<file path="config.mk">
export PLATFORM = sky130hd
export DESIGN_NAME = trc_top
export DESIGN_NICKNAME = d
export VERILOG_FILES = /design/src/design/trc_pkg.sv /design/src/design/trc_glitch_filter.sv /design/src/design/trc_top.sv
export SDC_FILE = /design/constraint.sdc
export NUM_CORES = 1
export LEC_CHECK = 0
export BUFFER_PORTS_ARGS = -buffer_cell sky130_fd_sc_hd__buf_4
export CORE_MARGIN = 10
export CORE_UTILIZATION = 55
export DETAILED_ROUTE_END_ITERATION = 10
export PLACE_DENSITY = 0.76
export SETUP_SLACK_MARGIN = 0.02
export SLEW_MARGIN = 20
export SYNTH_ARGS = -nofsm -noshare
export SYNTH_HDL_FRONTEND = slang
export SYNTH_SLANG_ARGS = --single-unit
</file>
<file path="constraint.sdc">
create_clock -name aclk -period 17.7 [get_ports aclk]
set_clock_uncertainty 0.1 [all_clocks]
set_input_delay 2.655 -clock aclk [delete_from_list [all_inputs] [get_ports aclk]]
set_output_delay 2.655 -clock aclk [all_outputs]
set_load 0.03 [all_outputs]
</file>
<file path="src/design/trc_pkg.sv">
/*
  shared constants and types of the torque-reach output conditioning block:
  register offsets, reset values, legal ranges and timing figures.
  assumes a single 50 MHz clock and 32-bit AXI4-Lite register access.
*/
package trc_pkg;

  // clock and time units
  localparam int CLK_PERIOD_NS = 20; // system clock period
  localparam int MS_NS = 1000000; // one millisecond in ns
  localparam int CYC_PER_MS = MS_NS / CLK_PERIOD_NS; // clocks per millisecond
  localparam int FILT_UNIT_NS = 10; // filter setting step

  // register byte offsets
  localparam logic [7:0] OFS_POL = 8'h00; // output_polarity_select
  localparam logic [7:0] OFS_THR = 8'h04; // torque_reach_threshold
  localparam logic [7:0] OFS_QT = 8'h08; // torque_reach_qualify_time
  localparam logic [7:0] OFS_FILT = 8'h0C; // pulse_glitch_filter_time
  localparam logic [7:0] OFS_CTRL = 8'h10; // restart control
  localparam logic [7:0] OFS_STAT = 8'h14; // live status

  // field positions
  localparam int CTRL_RESTART_BIT = 0; // write 1 to restart
  localparam int STAT_FLAG_BIT = 0; // torque_reached_flag
  localparam int STAT_PULSE_BIT = 1; // filtered pulse level
  localparam int STAT_POL_LSB = 4; // active polarity digits

  // reset values
  localparam logic [3:0] POL_RST = 4'h0;
  localparam logic [15:0] THR_RST = 16'h0064;
  localparam logic [15:0] QT_RST = 16'h000A;
  localparam logic [15:0] FILT_RST = 16'h0014;

  // legal ranges
  localparam logic [15:0] THR_MIN = 16'h0003;
  localparam logic [15:0] THR_MAX = 16'h012C;
  localparam logic [15:0] QT_MIN = 16'h0001;
  localparam logic [15:0] QT_MAX = 16'h03E8;
  localparam logic [15:0] FILT_MIN = 16'h000A;
  localparam logic [15:0] FILT_MAX = 16'h0064;

  // axi responses
  localparam logic [1:0] RESP_OKAY = 2'h0;
  localparam logic [1:0] RESP_SLVERR = 2'h2;

  // configuration as written by software
  typedef struct packed {
    logic [3:0] pol; // polarity digits, pending until restart
    logic [15:0] thr; // threshold in percent
    logic [15:0] qt; // qualify time in ms
    logic [15:0] filt; // filter time in 10 ns steps
  } trc_cfg_t;

  // clocks a filter setting needs, rounded up, at least one
  function automatic logic [7:0] filt_cycles(input logic [15:0] steps);
    int ns;
    int cyc;
    ns = int'(steps) * FILT_UNIT_NS;
    cyc = (ns + CLK_PERIOD_NS - 1) / CLK_PERIOD_NS;
    if (cyc < 1) begin
      cyc = 1;
    end
    return cyc[7:0];
  endfunction

endpackage

</file>
<file path="src/design/trc_glitch_filter.sv">
/*
  glitch filter for the command pulse input pin.
  assumes an asynchronous pin; it is synchronised here before any use.
*/
`timescale 1ns/1ns
`default_nettype none
module trc_glitch_filter (
  // clock and reset
  input wire logic aclk,
  input wire logic aresetn,
  // control
  input wire logic clear,
  input wire logic [7:0] need,
  // pin and result
  input wire logic pin,
  output logic filt
);

  logic sync1_q; // first sync stage, read only by sync2_q
  logic sync2_q; // second sync stage
  logic filt_q; // accepted level
  logic [7:0] cnt_q; // clocks the new level has been stable
  logic differs; // synced level differs from accepted
  logic accept; // new level stable long enough

  assign differs = sync2_q != filt_q;
  assign accept = differs && ((cnt_q + 8'h01) >= need);
  assign filt = filt_q;

  // two-stage synchroniser
  always_ff @(posedge aclk) begin
    if (!aresetn) begin
      sync1_q <= 1'b0;
      sync2_q <= 1'b0;
    end else begin
      sync1_q <= pin;
      sync2_q <= sync1_q;
    end
  end

  // level must hold for need clocks before it passes
  always_ff @(posedge aclk) begin
    if (!aresetn || clear) begin
      filt_q <= 1'b0;
      cnt_q <= 8'h00;
    end else if (accept) begin
      filt_q <= sync2_q;
      cnt_q <= 8'h00;
    end else if (differs) begin
      cnt_q <= cnt_q + 8'h01;
    end else begin
      cnt_q <= 8'h00; // glitch dropped
    end
  end
endmodule
`default_nettype wire

</file>
<file path="src/design/trc_top.sv">
/*
  torque-reach output conditioning: output polarity, torque-reached
  detector, pulse input glitch filter and an AXI4-Lite register slave.
  assumes torque_pct and out_raw come from logic on aclk; pulse_pin is
  an asynchronous pin.
*/
`timescale 1ns/1ns
`default_nettype none
module trc_top #(
  parameter int CYC_PER_MS = trc_pkg::CYC_PER_MS // shorten for simulation
) (
  // clock and reset
  input wire logic aclk,
  input wire logic aresetn,
  // axi4-lite write address
  input wire logic [7:0] s_axi_awaddr,
  input wire logic s_axi_awvalid,
  output logic s_axi_awready,
  // axi4-lite write data
  input wire logic [31:0] s_axi_wdata,
  input wire logic [3:0] s_axi_wstrb,
  input wire logic s_axi_wvalid,
  output logic s_axi_wready,
  // axi4-lite write response
  output logic [1:0] s_axi_bresp,
  output logic s_axi_bvalid,
  input wire logic s_axi_bready,
  // axi4-lite read
  input wire logic [7:0] s_axi_araddr,
  input wire logic s_axi_arvalid,
  output logic s_axi_arready,
  output logic [31:0] s_axi_rdata,
  output logic [1:0] s_axi_rresp,
  output logic s_axi_rvalid,
  input wire logic s_axi_rready,
  // drive-side signals
  input wire logic [3:0] out_raw,
  input wire logic [15:0] torque_pct,
  input wire logic pulse_pin,
  // conditioned outputs
  output logic [3:0] out_pin,
  output logic torque_reached_flag,
  output logic pulse_filt
);

  localparam int PRE_W = $clog2(CYC_PER_MS + 1); // prescaler width

  // merge byte strobes into a 16-bit field, then clamp to its range
  function automatic logic [15:0] wr_clamp(input logic [15:0] old, input logic [31:0] wd,
                                           input logic [3:0] strb, input logic [15:0] lo,
                                           input logic [15:0] hi);
    logic [15:0] v;
    v = old;
    if (strb[0]) begin
      v[7:0] = wd[7:0];
    end
    if (strb[1]) begin
      v[15:8] = wd[15:8];
    end
    if (v < lo) begin
      v = lo;
    end else if (v > hi) begin
      v = hi;
    end
    return v;
  endfunction

  trc_pkg::trc_cfg_t cfg_q; // software settings
  logic [3:0] act_pol_q; // polarity in use
  logic restart_q; // one-clock restart pulse
  logic [3:0] out_q; // registered output pins
  logic flag_q; // torque reached
  logic [PRE_W-1:0] pre_q; // clocks within current ms
  logic [15:0] ms_q; // whole ms spent above threshold

  // axi write state
  logic awready_q;
  logic wready_q;
  logic aw_have_q;
  logic w_have_q;
  logic [7:0] awaddr_q;
  logic [31:0] wdata_q;
  logic [3:0] wstrb_q;
  logic bvalid_q;
  logic [1:0] bresp_q;
  // axi read state
  logic arready_q;
  logic rvalid_q;
  logic [31:0] rdata_q;
  logic [1:0] rresp_q;

  // write channel decode
  wire aw_take = s_axi_awvalid && awready_q;
  wire w_take = s_axi_wvalid && wready_q;
  wire do_write = aw_have_q && w_have_q && !bvalid_q;
  wire aw_have_d = (aw_have_q || aw_take) && !do_write;
  wire w_have_d = (w_have_q || w_take) && !do_write;
  wire bvalid_d = do_write || (bvalid_q && !s_axi_bready);
  wire wr_pol = do_write && (awaddr_q[7:2] == trc_pkg::OFS_POL[7:2]);
  wire wr_thr = do_write && (awaddr_q[7:2] == trc_pkg::OFS_THR[7:2]);
  wire wr_qt = do_write && (awaddr_q[7:2] == trc_pkg::OFS_QT[7:2]);
  wire wr_filt = do_write && (awaddr_q[7:2] == trc_pkg::OFS_FILT[7:2]);
  wire wr_ctrl = do_write && (awaddr_q[7:2] == trc_pkg::OFS_CTRL[7:2]);
  wire wr_stat = do_write && (awaddr_q[7:2] == trc_pkg::OFS_STAT[7:2]);
  wire wr_hit = wr_pol || wr_thr || wr_qt || wr_filt || wr_ctrl || wr_stat;
  wire restart_req = wr_ctrl && wstrb_q[0] && wdata_q[trc_pkg::CTRL_RESTART_BIT];

  // read channel decode
  wire ar_take = s_axi_arvalid && arready_q;
  wire rvalid_d = ar_take || (rvalid_q && !s_axi_rready);
  wire [5:0] ra = s_axi_araddr[7:2];
  wire rd_pol = ra == trc_pkg::OFS_POL[7:2];
  wire rd_thr = ra == trc_pkg::OFS_THR[7:2];
  wire rd_qt = ra == trc_pkg::OFS_QT[7:2];
  wire rd_filt = ra == trc_pkg::OFS_FILT[7:2];
  wire rd_ctrl = ra == trc_pkg::OFS_CTRL[7:2];
  wire rd_stat = ra == trc_pkg::OFS_STAT[7:2];
  wire rd_hit = rd_pol || rd_thr || rd_qt || rd_filt || rd_ctrl || rd_stat;
  wire [31:0] stat_word = {24'h000000, act_pol_q, 2'h0, pulse_filt, flag_q};
  wire [31:0] rd_mux = rd_pol ? {28'h0000000, cfg_q.pol} :
                       rd_thr ? {16'h0000, cfg_q.thr} :
                       rd_qt ? {16'h0000, cfg_q.qt} :
                       rd_filt ? {16'h0000, cfg_q.filt} :
                       rd_stat ? stat_word : 32'h00000000;

  // detector decode
  wire above = torque_pct > cfg_q.thr;
  wire pre_wrap = pre_q == PRE_W'(CYC_PER_MS - 1);
  wire ms_sat = ms_q >= trc_pkg::QT_MAX;
  wire qualified = ms_q >= cfg_q.qt;
  wire [7:0] filt_need = trc_pkg::filt_cycles(cfg_q.filt);

  // axi write handshake
  always_ff @(posedge aclk) begin
    if (!aresetn) begin
      awready_q <= 1'b0;
      wready_q <= 1'b0;
      aw_have_q <= 1'b0;
      w_have_q <= 1'b0;
      awaddr_q <= 8'h00;
      wdata_q <= 32'h00000000;
      wstrb_q <= 4'h0;
      bvalid_q <= 1'b0;
      bresp_q <= trc_pkg::RESP_OKAY;
    end else begin
      awready_q <= !aw_have_d && !bvalid_d;
      wready_q <= !w_have_d && !bvalid_d;
      aw_have_q <= aw_have_d;
      w_have_q <= w_have_d;
      bvalid_q <= bvalid_d;
      if (aw_take) begin
        awaddr_q <= s_axi_awaddr;
      end
      if (w_take) begin
        wdata_q <= s_axi_wdata;
        wstrb_q <= s_axi_wstrb;
      end
      if (do_write) begin
        bresp_q <= wr_hit ? trc_pkg::RESP_OKAY : trc_pkg::RESP_SLVERR;
      end
    end
  end

  // settings, threshold, qualify and filter writes are clamped into range
  always_ff @(posedge aclk) begin
    if (!aresetn) begin
      cfg_q.pol <= trc_pkg::POL_RST;
      cfg_q.thr <= trc_pkg::THR_RST;
      cfg_q.qt <= trc_pkg::QT_RST;
      cfg_q.filt <= trc_pkg::FILT_RST;
    end else begin
      if (wr_pol && wstrb_q[0]) begin
        cfg_q.pol <= wdata_q[3:0]; // pending digits
      end
      if (wr_thr) begin
        cfg_q.thr <= wr_clamp(cfg_q.thr, wdata_q, wstrb_q, trc_pkg::THR_MIN, trc_pkg::THR_MAX);
      end
      if (wr_qt) begin
        cfg_q.qt <= wr_clamp(cfg_q.qt, wdata_q, wstrb_q, trc_pkg::QT_MIN, trc_pkg::QT_MAX);
      end
      if (wr_filt) begin
        cfg_q.filt <= wr_clamp(cfg_q.filt, wdata_q, wstrb_q, trc_pkg::FILT_MIN, trc_pkg::FILT_MAX);
      end
    end
  end

  // restart pulse and polarity in use
  always_ff @(posedge aclk) begin
    if (!aresetn) begin
      restart_q <= 1'b0;
      act_pol_q <= trc_pkg::POL_RST;
    end else begin
      restart_q <= restart_req;
      if (restart_q) begin
        act_pol_q <= cfg_q.pol;
      end
    end
  end

  // axi read handshake
  always_ff @(posedge aclk) begin
    if (!aresetn) begin
      arready_q <= 1'b0;
      rvalid_q <= 1'b0;
      rdata_q <= 32'h00000000;
      rresp_q <= trc_pkg::RESP_OKAY;
    end else begin
      arready_q <= !rvalid_d;
      rvalid_q <= rvalid_d;
      if (ar_take) begin
        rdata_q <= rd_mux;
        rresp_q <= rd_hit ? trc_pkg::RESP_OKAY : trc_pkg::RESP_SLVERR;
      end
    end
  end

  // output pairs with selected polarity
  always_ff @(posedge aclk) begin
    if (!aresetn) begin
      out_q <= 4'h0;
    end else begin
      out_q <= out_raw ^ act_pol_q;
    end
  end

  // time spent above threshold, cleared on any drop
  always_ff @(posedge aclk) begin
    if (!aresetn || restart_q || !above) begin
      pre_q <= '0;
      ms_q <= 16'h0000;
    end else if (pre_wrap) begin
      pre_q <= '0;
      if (!ms_sat) begin
        ms_q <= ms_q + 16'h0001;
      end
    end else begin
      pre_q <= pre_q + PRE_W'(1);
    end
  end

  // flag set one clock after the full time, so strictly longer
  always_ff @(posedge aclk) begin
    if (!aresetn) begin
      flag_q <= 1'b0;
    end else begin
      flag_q <= above && !restart_q && qualified;
    end
  end

  // command pulse glitch filter
  trc_glitch_filter trc_glitch_filter_i (
    .aclk(aclk),
    .aresetn(aresetn),
    .clear(restart_q),
    .need(filt_need),
    .pin(pulse_pin),
    .filt(pulse_filt)
  );

  // port drive
  assign s_axi_awready = awready_q;
  assign s_axi_wready = wready_q;
  assign s_axi_bvalid = bvalid_q;
  assign s_axi_bresp = bresp_q;
  assign s_axi_arready = arready_q;
  assign s_axi_rvalid = rvalid_q;
  assign s_axi_rdata = rdata_q;
  assign s_axi_rresp = rresp_q;
  assign out_pin = out_q;
  assign torque_reached_flag = flag_q;
endmodule
`default_nettype wire

</file>
==> reports/metrics.yaml, run 1 <==
status: "completed"
endpoint: "trc_glitch_filter_i.cnt_q[4]$_SDFF_PP0_"
finalNetCount: 2188
initial_core_util_pct: 55.9
synth_edf_count: 0
cts_sinks: 154
gp_congestion: 0.960
dr.pass1.iters: 7
clockBufferDepth: 2
rows: 59
track_usage_pct: 25.3
setup_viol: 0
timing.final.crit_share_pct: 93.7
ff2ff_path_depth: 68
antenna_found_initial: 0
cts_buffers: 17
hold_class: "flip-flop to flip-flop"
grt_overflow_total: 0
cp_common_cell: "buf_4"
start_kind: "flip-flop"
finish.instance_area_mm2: 0.0168
yosysMostFrequentCell: "nor2_1"
rrSetupSlack_ps: 1110
layout-drive-gt1-share_pct: 17.4
netlist.top_cell.by_area: "dfxtp_1"
stdcell_count: 2380
dp_hpwl_um: 33700
slew_violations: 0
cellLeakagePower_nw: 6.74
grt_pass1_wl_um: 72000
synth-async-reset-ratio_pct: 0
drc_errors: 0
ys_seq_elements: 154
finalCriticalPeriod_ps: 16590
yosys.area.top_type_share_pct: 21.1
ys.flop_type: "dfxtp_1"
r2r_start: "cfg_q[1]$_SDFFE_PN0P_"
r2r_end: "trc_glitch_filter_i.cnt_q[4]$_SDFF_PP0_"
crit_family: "compound AO/OA/AOI/OAI gates"
worstPathArrival_ps: 16860
cts_root_buf: "clkbuf_16"
worstMarginPinSlew_ps: 981
relSlewSlack_pct: 34.4
critPathKind: "flip-flop to flip-flop"
drv_cap: 0
crit_buf_inv: 9
vias: 15300
endpoint_kind: "flip-flop"
detail-route-antenna-nets: 0
die_h_um: 183
slowest_delay_ps: 550
whs_ps: 347
place_inst: 2343
cp_max_fo: 18
synth_commonest_cells: "nor2_1 (181), nand2_1 (161), dfxtp_1 (154), a21oi_1 (102), o21ai_0 (90)"
h-tree-depth: 4
grt_max_degree: 75
io_buffers: 86
core_mm2: 0.0261
diodes: 0
fmax_mhz: 60.3
synth_cells: 1893
syn_area_per_cell_um2: 7.72
synth.area.top_cells: "dfxtp_1 (21%), ha_1 (6.3%), nor2_1 (4.6%)"
die_w_um: 183
cts_tree: "yes"
area_delta_synth_final_pct: 15.1
vdd.ir_drop.worst_mv: 0.0838
critPathLaunch: "cfg_q[1]$_SDFFE_PN0P_"
yosys.cell_types.count: 130
fill_cells: 2281
synth_area_mm2: 0.0146
ys_warn_count: 0
num_io_pins: 127
die_area_mm2: 0.0335
drt-initial-drc-count: 1318
power.total_mw: 0.803
cp.depth: 68
yosysSeqAreaShare_pct: 21.1
cp_slowest_cell: "or4_1"
grt_pass1_vias: 14500
cp.required_ps: 17970
hold_viol: 0
drt_wl_total_um: 43700
clk_pin_slew_ps: 70
wl_per_cell_um: 18.4
place_area_mm2: 0.0161
vias_per_cell: 6.45
power.density_mw_per_mm2: 47.7
clock_latency_ps: 430
power by group:
group | switching, mW | internal, mW | total (mW)
combinational | 0.0434 | 0.0253 | 0.0688
clock | 0.160 | 0.213 | 0.373
sequential | 0.00705 | 0.354 | 0.361
flip-flops by register name, indices dropped and copies added (netlist names):
name and count:
pre_q 16, w_have_q 1, cfg_q 52, s_axi_rdata 16, s_axi_bresp 1, s_axi_arready 1
act_pol_q 4, trc_glitch_filter_i.sync2_q 1, aw_have_q 1, torque_reached_flag 1, awaddr_q 6, s_axi_rresp 1
s_axi_awready 1, trc_glitch_filter_i.sync1_q 1, out_pin 4, s_axi_bvalid 1, ms_q 16, wstrb_q 2
s_axi_wready 1, s_axi_rvalid 1, trc_glitch_filter_i.cnt_q 8, wdata_q 16, trc_glitch_filter_i.filt 1, restart_q 1
worst min path at each step:
stage / slack [ps] / cells after the start / end / startpoint
finish: 350 / 1 / trc_glitch_filter_i.sync2_q$_SDFF_PN0_ / trc_glitch_filter_i.sync1_q$_SDFF_PN0_
global route: 370 / 1 / trc_glitch_filter_i.sync2_q$_SDFF_PN0_ / trc_glitch_filter_i.sync1_q$_SDFF_PN0_
CTS: 350 / 1 / trc_glitch_filter_i.sync2_q$_SDFF_PN0_ / trc_glitch_filter_i.sync1_q$_SDFF_PN0_
detailed placement: 330 / 1 / trc_glitch_filter_i.sync2_q$_SDFF_PN0_ / trc_glitch_filter_i.sync1_q$_SDFF_PN0_
global placement: 310 / 1 / trc_glitch_filter_i.sync2_q$_SDFF_PN0_ / trc_glitch_filter_i.sync1_q$_SDFF_PN0_
floorplan: 310 / 1 / trc_glitch_filter_i.sync2_q$_SDFF_PN0_ / trc_glitch_filter_i.sync1_q$_SDFF_PN0_
placed cells by master, fill, tap and decap left out, drive strengths merged, types with 51 or more instances in the layout:
cell   instances
xnor2         77
buf          203
nand3         86
dfxtp        154
nor2         183
a21oi        105
o21ai        105
inv           65
and3          51
ha            74
nand2        161
nor3          73
metal layers:
layer	up-vias	wire length (µm)	track usage, %
met3	89	3120	3.54
met4	0	1220	9.11
met2	615	20100	41.4
li1	7388	-	-
met5	-	0	0
met1	7250	19300	33.2
stage by stage:
stage                     worst slack, ps  util, %  TNS [ps]
after floorplan                      2130        -         0
after CTS                             508     63.8         0
after global placement                752     61.5         0
after detailed placement              535     61.5         0
final                                1110     64.4         0
after global routing                -79.1     64.4      -398
area by class of cell:
| type | instances | area, µm² | share of cell area, % |
|---|---|---|---|
| Inverter | 59 | 221 | 1.32 |
| Clock inverter | 14 | 180 | 1.07 |
| Tap cell | 335 | 419 | 2.49 |
| Timing Repair Buffer | 203 | 1520 | 9.06 |
| Clock buffer | 17 | 425 | 2.53 |
| Multi-Input combinational cell | 1598 | 11000 | 65.2 |
| Sequential cell | 154 | 3080 | 18.3 |
cell families after synthesis:
group                    share of synthesized area (%)
AND/OR/NAND/NOR                                   28.3
buffers and inverters                             5.02
AO/OA/AOI/OAI                                     28.4
adder cells (fa/ha/maj)                           6.61
other                                           0.0257
flip-flops                                        21.1
XOR/XNOR                                          7.91
multiplexers                                      2.65
what timing repair did:
item,4_1_cts,5_1_grt
setup endpoints to repair,0,9
setup buffers,0,6
hold endpoints to repair,0,0
gates resized for setup,0,20
hold buffers,0,0
Note: power is estimated with default switching activity, not from simulation.
==> run 2, diff against run 1 <==
--- a/config.mk
+++ b/config.mk
@@ -7,2 +7,3 @@
 export LEC_CHECK = 0
+export ABC_AREA = 1
 export BUFFER_PORTS_ARGS = -buffer_cell sky130_fd_sc_hd__buf_4
@@ -11,3 +12,3 @@
 export DETAILED_ROUTE_END_ITERATION = 10
-export PLACE_DENSITY = 0.76
+export PLACE_DENSITY = 0.77
 export SETUP_SLACK_MARGIN = 0.02
@@ -16,2 +17,3 @@
 export SYNTH_HDL_FRONTEND = slang
+export SYNTH_HIERARCHICAL = 1
 export SYNTH_SLANG_ARGS = --single-unit
--- a/constraint.sdc
+++ b/constraint.sdc
@@ -4,2 +4,2 @@
 set_output_delay 2.655 -clock aclk [all_outputs]
-set_load 0.03 [all_outputs]
+set_load 0.01 [all_outputs]
==> reports/metrics.yaml, run 2 <==
status: "completed"
drv_cap: 0  # unchanged
vias: 14800  # -3.3%
grt_pass1_vias: 13900  # -3.6%
rows: 58  # -1.7%
detail-route-antenna-nets: 0  # unchanged
hold_viol: 0  # unchanged
synth_area_mm2: 0.0141  # -3.7%
multi_input_area_mm2: 0.00933  # -15%
layout-drive-gt1-share_pct: 13.5  # -3.9 points
cts_tree: "yes"
yosysSeqAreaShare_pct: 21.9  # +0.81 points
regArea_mm2: 0.00308  # unchanged
ys_warn_count: 6  # +6
dpl_worst_slack_ps: 4040  # +3510 ps
area_delta_synth_final_pct: 9.86
rrSetupSlack_ps: 3920  # +2820 ps
antenna_found_initial: 0  # unchanged
final_util_pct: 61.4  # -3.0 points
dr.pass1.iters: 6  # -1
grt_max_degree: 62  # -17%
finish.instance_area_mm2: 0.0155  # -8.1%
io_buffers: 86  # unchanged
synth-async-reset-ratio_pct: 0  # unchanged
regMostFlops: "cfg_q"
drt-initial-drc-count: 1239  # -6.0%
hold_class: "flip-flop to flip-flop"
worstMarginPinSlew_ps: 955  # -25.9 ps
cts_buffers: 17  # unchanged
synth_commonest_cells: "nand2_1 (586), inv_1 (324), nor2_1 (212), nand3_1 (196), dfxtp_1 (154)"
rsz0062_at_grt: "no"
track_usage_pct: 23.2  # -2.1 points
crit_family: "simple AND/OR/NAND/NOR gates"
crit_buf_inv: 2  # -7
endpoint_kind: "flip-flop"
grt_overflow_total: 0  # unchanged
netlist.top_cell.by_area: "dfxtp_1"
drt_wl_total_um: 38700  # -12%
layout_common_cells: "nand2_1 (586), inv_1 (324), nor2_1 (212), nand3_1 (196), dfxtp_1 (154)"
cp_slowest_cell: "fa_1"
num_io_pins: 127  # unchanged
place_inst: 2674  # +14%
die_h_um: 180  # -1.7%
dp_hpwl_um: 30400  # -9.8%
drc_errors: 0  # unchanged
diodes: 0  # unchanged
r2r_start: "cfg_q[1]$_SDFFE_PN0P_"
yosys.cell_types.count: 65  # -50%
largest_reg_flops: 52  # unchanged
relSlewSlack_pct: 36.2  # +1.8 points
clock_latency_ps: 430  # about the same
stdcell_count: 2706  # +14%
slowest_delay_ps: 510  # -40 ps
synth_cells: 2298  # +21%
die_w_um: 180  # -1.7%
finalNetCount: 2518  # +15%
setup_viol: 0  # unchanged
finalCriticalPeriod_ps: 13780  # -2820 ps
power.density_mw_per_mm2: 51.6  # +8.2%
initial_core_util_pct: 55.9  # about the same
fmax_mhz: 72.6  # +20%
cts-hold-fix-buffers: 0  # unchanged
ctsResizeCount: 0  # unchanged
syn_area_per_cell_um2: 6.13  # -21%
yosys.area.top_type_share_pct: 21.9  # +0.81 points
whs_ps: 324  # -22.7 ps
core_mm2: 0.0252  # -3.6%
synth_edf_count: 0  # unchanged
timing.final.crit_share_pct: 77.8  # -16 points
synth.area.top_cells: "dfxtp_1 (22%), nand2_1 (16%), inv_1 (8.6%)"
grt_pass1_wl_um: 65200  # -9.5%
cts_setup_buffers: 0  # unchanged
die_area_mm2: 0.0324  # -3.3%
worstPathArrival_ps: 14040  # -2820 ps
vias_per_cell: 5.48  # -15%
gp_congestion: 0.924  # -3.7%
ys.flop_type: "dfxtp_1"
critPathKind: "flip-flop to flip-flop"
vdd.ir_drop.worst_mv: 0.0659  # -21%
cp.required_ps: 17960  # about the same
cellLeakagePower_nw: 7.56  # +12%
cts_root_buf: "clkbuf_16"
final_common_cell: "nand2_1"
fill_cells: 2376  # +4.2%
cts_sinks: 154  # unchanged
slew_violations: 0  # unchanged
fin_tns_setup_ps: 0  # unchanged
cp_max_fo: 14  # -4
fin_ws_ps: 3920  # +2820 ps
place_area_mm2: 0.0149  # -7.3%
start_kind: "flip-flop"
cp_common_cell: "nand2_1"
clk_pin_slew_ps: 60  # about the same
wl_per_cell_um: 14.3  # -22%
clockBufferDepth: 2  # unchanged
ys_seq_elements: 154  # unchanged
hold_start: "trc_glitch_filter_i/sync1_q$_SDFF_PN0_"
yosysMostFrequentCell: "nand2_1"
h-tree-depth: 4  # unchanged
power.total_mw: 0.799  # -0.51%
critPathLaunch: "cfg_q[1]$_SDFFE_PN0P_"
run 2: area by class of cell:
| class | instances | area share (%) |
|---|---|---|
| Tap cell | 330 | 2.67 |
| Clock inverter | 14 | 0.979 |
| Timing Repair Buffer | 92 | 4.46 |
| Sequential cell | 154 | 19.9 |
| Multi-Input combinational cell | 1733 | 60.3 |
| Inverter | 365 | 8.88 |
| Clock buffer | 18 | 2.77 |
run 2: cells by family (layout without fill, tap and decap cells):
family / Yosys count / in the layout / share of synthesized area [%]
adder cells (fa/ha/maj): 75 / 75 / 6.72
XOR/XNOR: 45 / 45 / 3.09
flip-flops: 154 / 154 / 21.9
buffers and inverters: 428 / 489 / 12.3
AO/OA/AOI/OAI: 305 / 305 / 12.5
multiplexers: 1 / 1 / 0.0711
other: 1 / 18 / 0.0266
AND/OR/NAND/NOR: 1289 / 1289 / 43.4
run 2: tightest hold or removal path: cells and delay by family, from the launching register on:
kind	cells	cell delay, ps
and+or+nand+nor	1	40
DFF	1	310
buffers and inverters	1	50
run 2: routing by layer:
| layer | wire, µm | vias up | share of wire (%) | track usage (%) |
|---|---|---|---|---|
| met1 | 17500 | 6730 | 45 | 29.4 |
| met5 | 0 | - | 0 | 0 |
| met4 | 950 | 0 | 2.5 | 7.74 |
| li1 | - | 7546 | - | - |
| met3 | 2690 | 71 | 7.0 | 4.08 |
| met2 | 17600 | 491 | 45 | 38.7 |
run 2: path summary, 6_finish.rpt:
kind	to	cells after the start
hold reg to reg	trc_glitch_filter_i/sync2_q$_SDFF_PN0_	2
setup reg to reg	trc_glitch_filter_i/cnt_q[3]$_SDFF_PP0_	98
hold / removal	trc_glitch_filter_i/sync2_q$_SDFF_PN0_	2
setup / recovery	trc_glitch_filter_i/cnt_q[3]$_SDFF_PP0_	98
run 2: report_power, final:
group | internal, mW | total, mW | switching, mW
Sequential | 0.354 | 0.359 | 0.00568
Clock | 0.199 | 0.364 | 0.165
Combinational | 0.0268 | 0.0751 | 0.0483
Total | 0.580 | 0.799 | 0.219
==> run 3, diff against run 2 <==
Clock period 17.7 ns to 12.9 ns, I/O delays scaled along.
==> reports/metrics.yaml, run 3 (synthesis gave the netlist of run 2 again) <==
rrSetupSlack_ps: 580  # -3350 ps
power.density_mw_per_mm2: 64.2  # +24%
vias_per_cell: 5.55  # +1.2%
whs_ps: 330  # +5.74 ps
hold_class: "flip-flop to flip-flop"
rows: 58  # unchanged
cts_sinks: 154  # unchanged
area_delta_synth_final_pct: 22.3
slew_violations: 0  # unchanged
track_usage_pct: 23.3  # +0.11 points
layout-drive-gt1-share_pct: 24.3  # +11 points
cellInternalPower_mw: 0.797  # +37%
wl_met3_um: 3040  # +13%
num_io_pins: 127  # unchanged
endpoint_kind: "flip-flop"
ff2ff_path_depth: 111  # +13%
vias: 15600  # +4.8%
diodes: 0  # unchanged
core_mm2: 0.0252  # unchanged
wl_met2_um: 20100  # +14%
fmax_mhz: 81.2  # +12%
regMostFlops: "cfg_q"
finish.instance_area_mm2: 0.0172  # +11%
p_sw_mw: 0.307  # +40%
wl_per_cell_um: 15.1  # +5.3%
cts_buffers: 17  # unchanged
drc_errors: 0  # unchanged
slowest_delay_ps: 610  # +100 ps
fin_tns_setup_ps: 0  # unchanged
switching_share_pct: 27.8  # +0.44 points
layout_common_cells: "nand2_1 (496), inv_1 (320), nor2_1 (189), buf_4 (181), nand3_1 (169)"
top_layer_used: "met4"
critPathLaunch: "cfg_q[0]$_SDFFE_PN0P_"
cts_root_buf: "clkbuf_16"
clk_pin_slew_ps: 70  # about the same
final_util_pct: 68.4  # +6.9 points
drt-initial-drc-count: 1240  # +0.081%
dp_hpwl_um: 30800  # +1.4%
r2r_end: "trc_glitch_filter_i/filt$_SDFFE_PP0P_"
seqPwrFrac_pct: 44.6  # -0.4 points
gp_congestion: 0.920  # -0.51%
die_h_um: 180  # unchanged
hold_end: "trc_glitch_filter_i/sync2_q$_SDFF_PN0_"
critPathKind: "flip-flop to flip-flop"
hold_start: "trc_glitch_filter_i/sync1_q$_SDFF_PN0_"
antenna_found_initial: 0  # unchanged
detail-route-antenna-nets: 0  # unchanged
clock_latency_ps: 430  # about the same
dr.pass1.iters: 6  # unchanged
dpl_worst_slack_ps: 16.6  # -4030 ps
relSlewSlack_pct: 36.5  # +0.32 points
cts_tree: "yes"
r2r_start: "cfg_q[0]$_SDFFE_PN0P_"
grt_overflow_total: 0  # unchanged
finalNetCount: 2614  # +3.8%
die_area_mm2: 0.0324  # unchanged
cp_max_fo: 9  # -5
cp_slowest_cell: "fa_2"
drt_wl_total_um: 42200  # +9.1%
hold_path_depth: 2  # unchanged
h-tree-depth: 4  # unchanged
grt_pass1_vias: 13900  # -0.050%
finalCriticalPeriod_ps: 12320  # -1450 ps
cp_common_cell: "nand2_2"
status: "completed"
start_kind: "flip-flop"
worstMarginPinSlew_ps: 948  # -7.70 ps
io_buffers: 86  # unchanged
timing.final.crit_share_pct: 95.5  # +18 points
fin_ws_ps: 578  # -3350 ps
cp.required_ps: 13130  # -4830 ps
drv_cap: 0  # unchanged
cellLeakagePower_nw: 8.20  # +8.5%
cts-hold-fix-buffers: 0  # unchanged
p_comb_share_pct: 9.5  # about the same
clockBufferDepth: 2  # unchanged
pwr-share-clk_pct: 45.9  # +0.3 points
wirelength_met1_um: 18200  # +4.3%
initial_core_util_pct: 55.9  # unchanged
worstPathArrival_ps: 12550  # -1490 ps
hold_viol: 0  # unchanged
largest_reg_flops: 52  # unchanged
setup_viol: 0  # unchanged
vdd.ir_drop.worst_mv: 0.0895  # +36%
grt_max_degree: 63  # +1.6%
place_area_mm2: 0.0152  # +2.2%
grt_pass1_wl_um: 65500  # +0.47%
final_common_cell: "nand2_1"
die_w_um: 180  # unchanged
-- run 3: changes by cell type in the layout (fill, tap and decap cells not counted), sizes merged --
cell      change
nand3         +1
nand2         +2
clkinv        -3
inv           +1
buf          +93
clkinvlp      +2
-- run 3: how the worst max path moves through the flow --
stage                                               to  slack [ps]  cells after the start
3_5_place_dp   trc_glitch_filter_i/cnt_q[2]$_SDFF_PP0_          20                    106
6_report         trc_glitch_filter_i/filt$_SDFFE_PP0P_         580                    111
4_1_cts        trc_glitch_filter_i/cnt_q[2]$_SDFF_PP0_          30                    103
5_1_grt        trc_glitch_filter_i/cnt_q[3]$_SDFF_PP0_        -350                    107
3_3_place_gp   trc_glitch_filter_i/cnt_q[0]$_SDFF_PP0_         360                    102
2_1_floorplan  trc_glitch_filter_i/cnt_q[0]$_SDFF_PP0_        1980                    106
-- run 3: final cells by class --
cell class	instances	area, µm²
clock buffer	18	429
timing repair buffer	185	1410
multi-input combinational	1736	10300
fill	2165	7970
inverter	365	1390
clock inverter	14	156
tap	330	413
sequential	154	3100
-- run 3: what timing repair did --
action | in CTS | in global routing
gates resized for setup | 1 | 269
endpoints found under the setup margin | 8 | 9
pin swaps | 0 | 106
buffers inserted | 0 | 49
gates cloned | 0 | 3
-- run 3: routing by layer --
metal  track usage [%]  vias to the layer above
met5                 0                        -
met4              5.06                        0
met3              3.55                       82
met2              39.7                      608
met1              30.2                     7126
li1                  -                     7739
-- run 3: through the flow --
stage               cells  total power, mW
floorplan            2315            0.570
global placement     2718            0.603
detailed placement   2718            0.605
CTS                  2750             1.10
global route         2802             1.14
finish               2802             1.10
-- run 3: power groups by stage --
stage	sequential [mW]	clock, mW	combinational (mW)
final	0.493	0.507	0.104
after global routing	0.494	0.529	0.117
after CTS	0.493	0.508	0.102
after detailed placement	0.504	0	0.101
after global placement	0.503	0	0.0994
after floorplan	0.502	0	0.0684
-- run 3: worst max-delay path, delay by kind of cell (launching register included) --
family / cells / cell delay, ps
buf+inv: 8 / 710
fa+ha+maj: 4 / 1280
compound gates: 3 / 560
simple gates: 96 / 9140
flops: 1 / 370
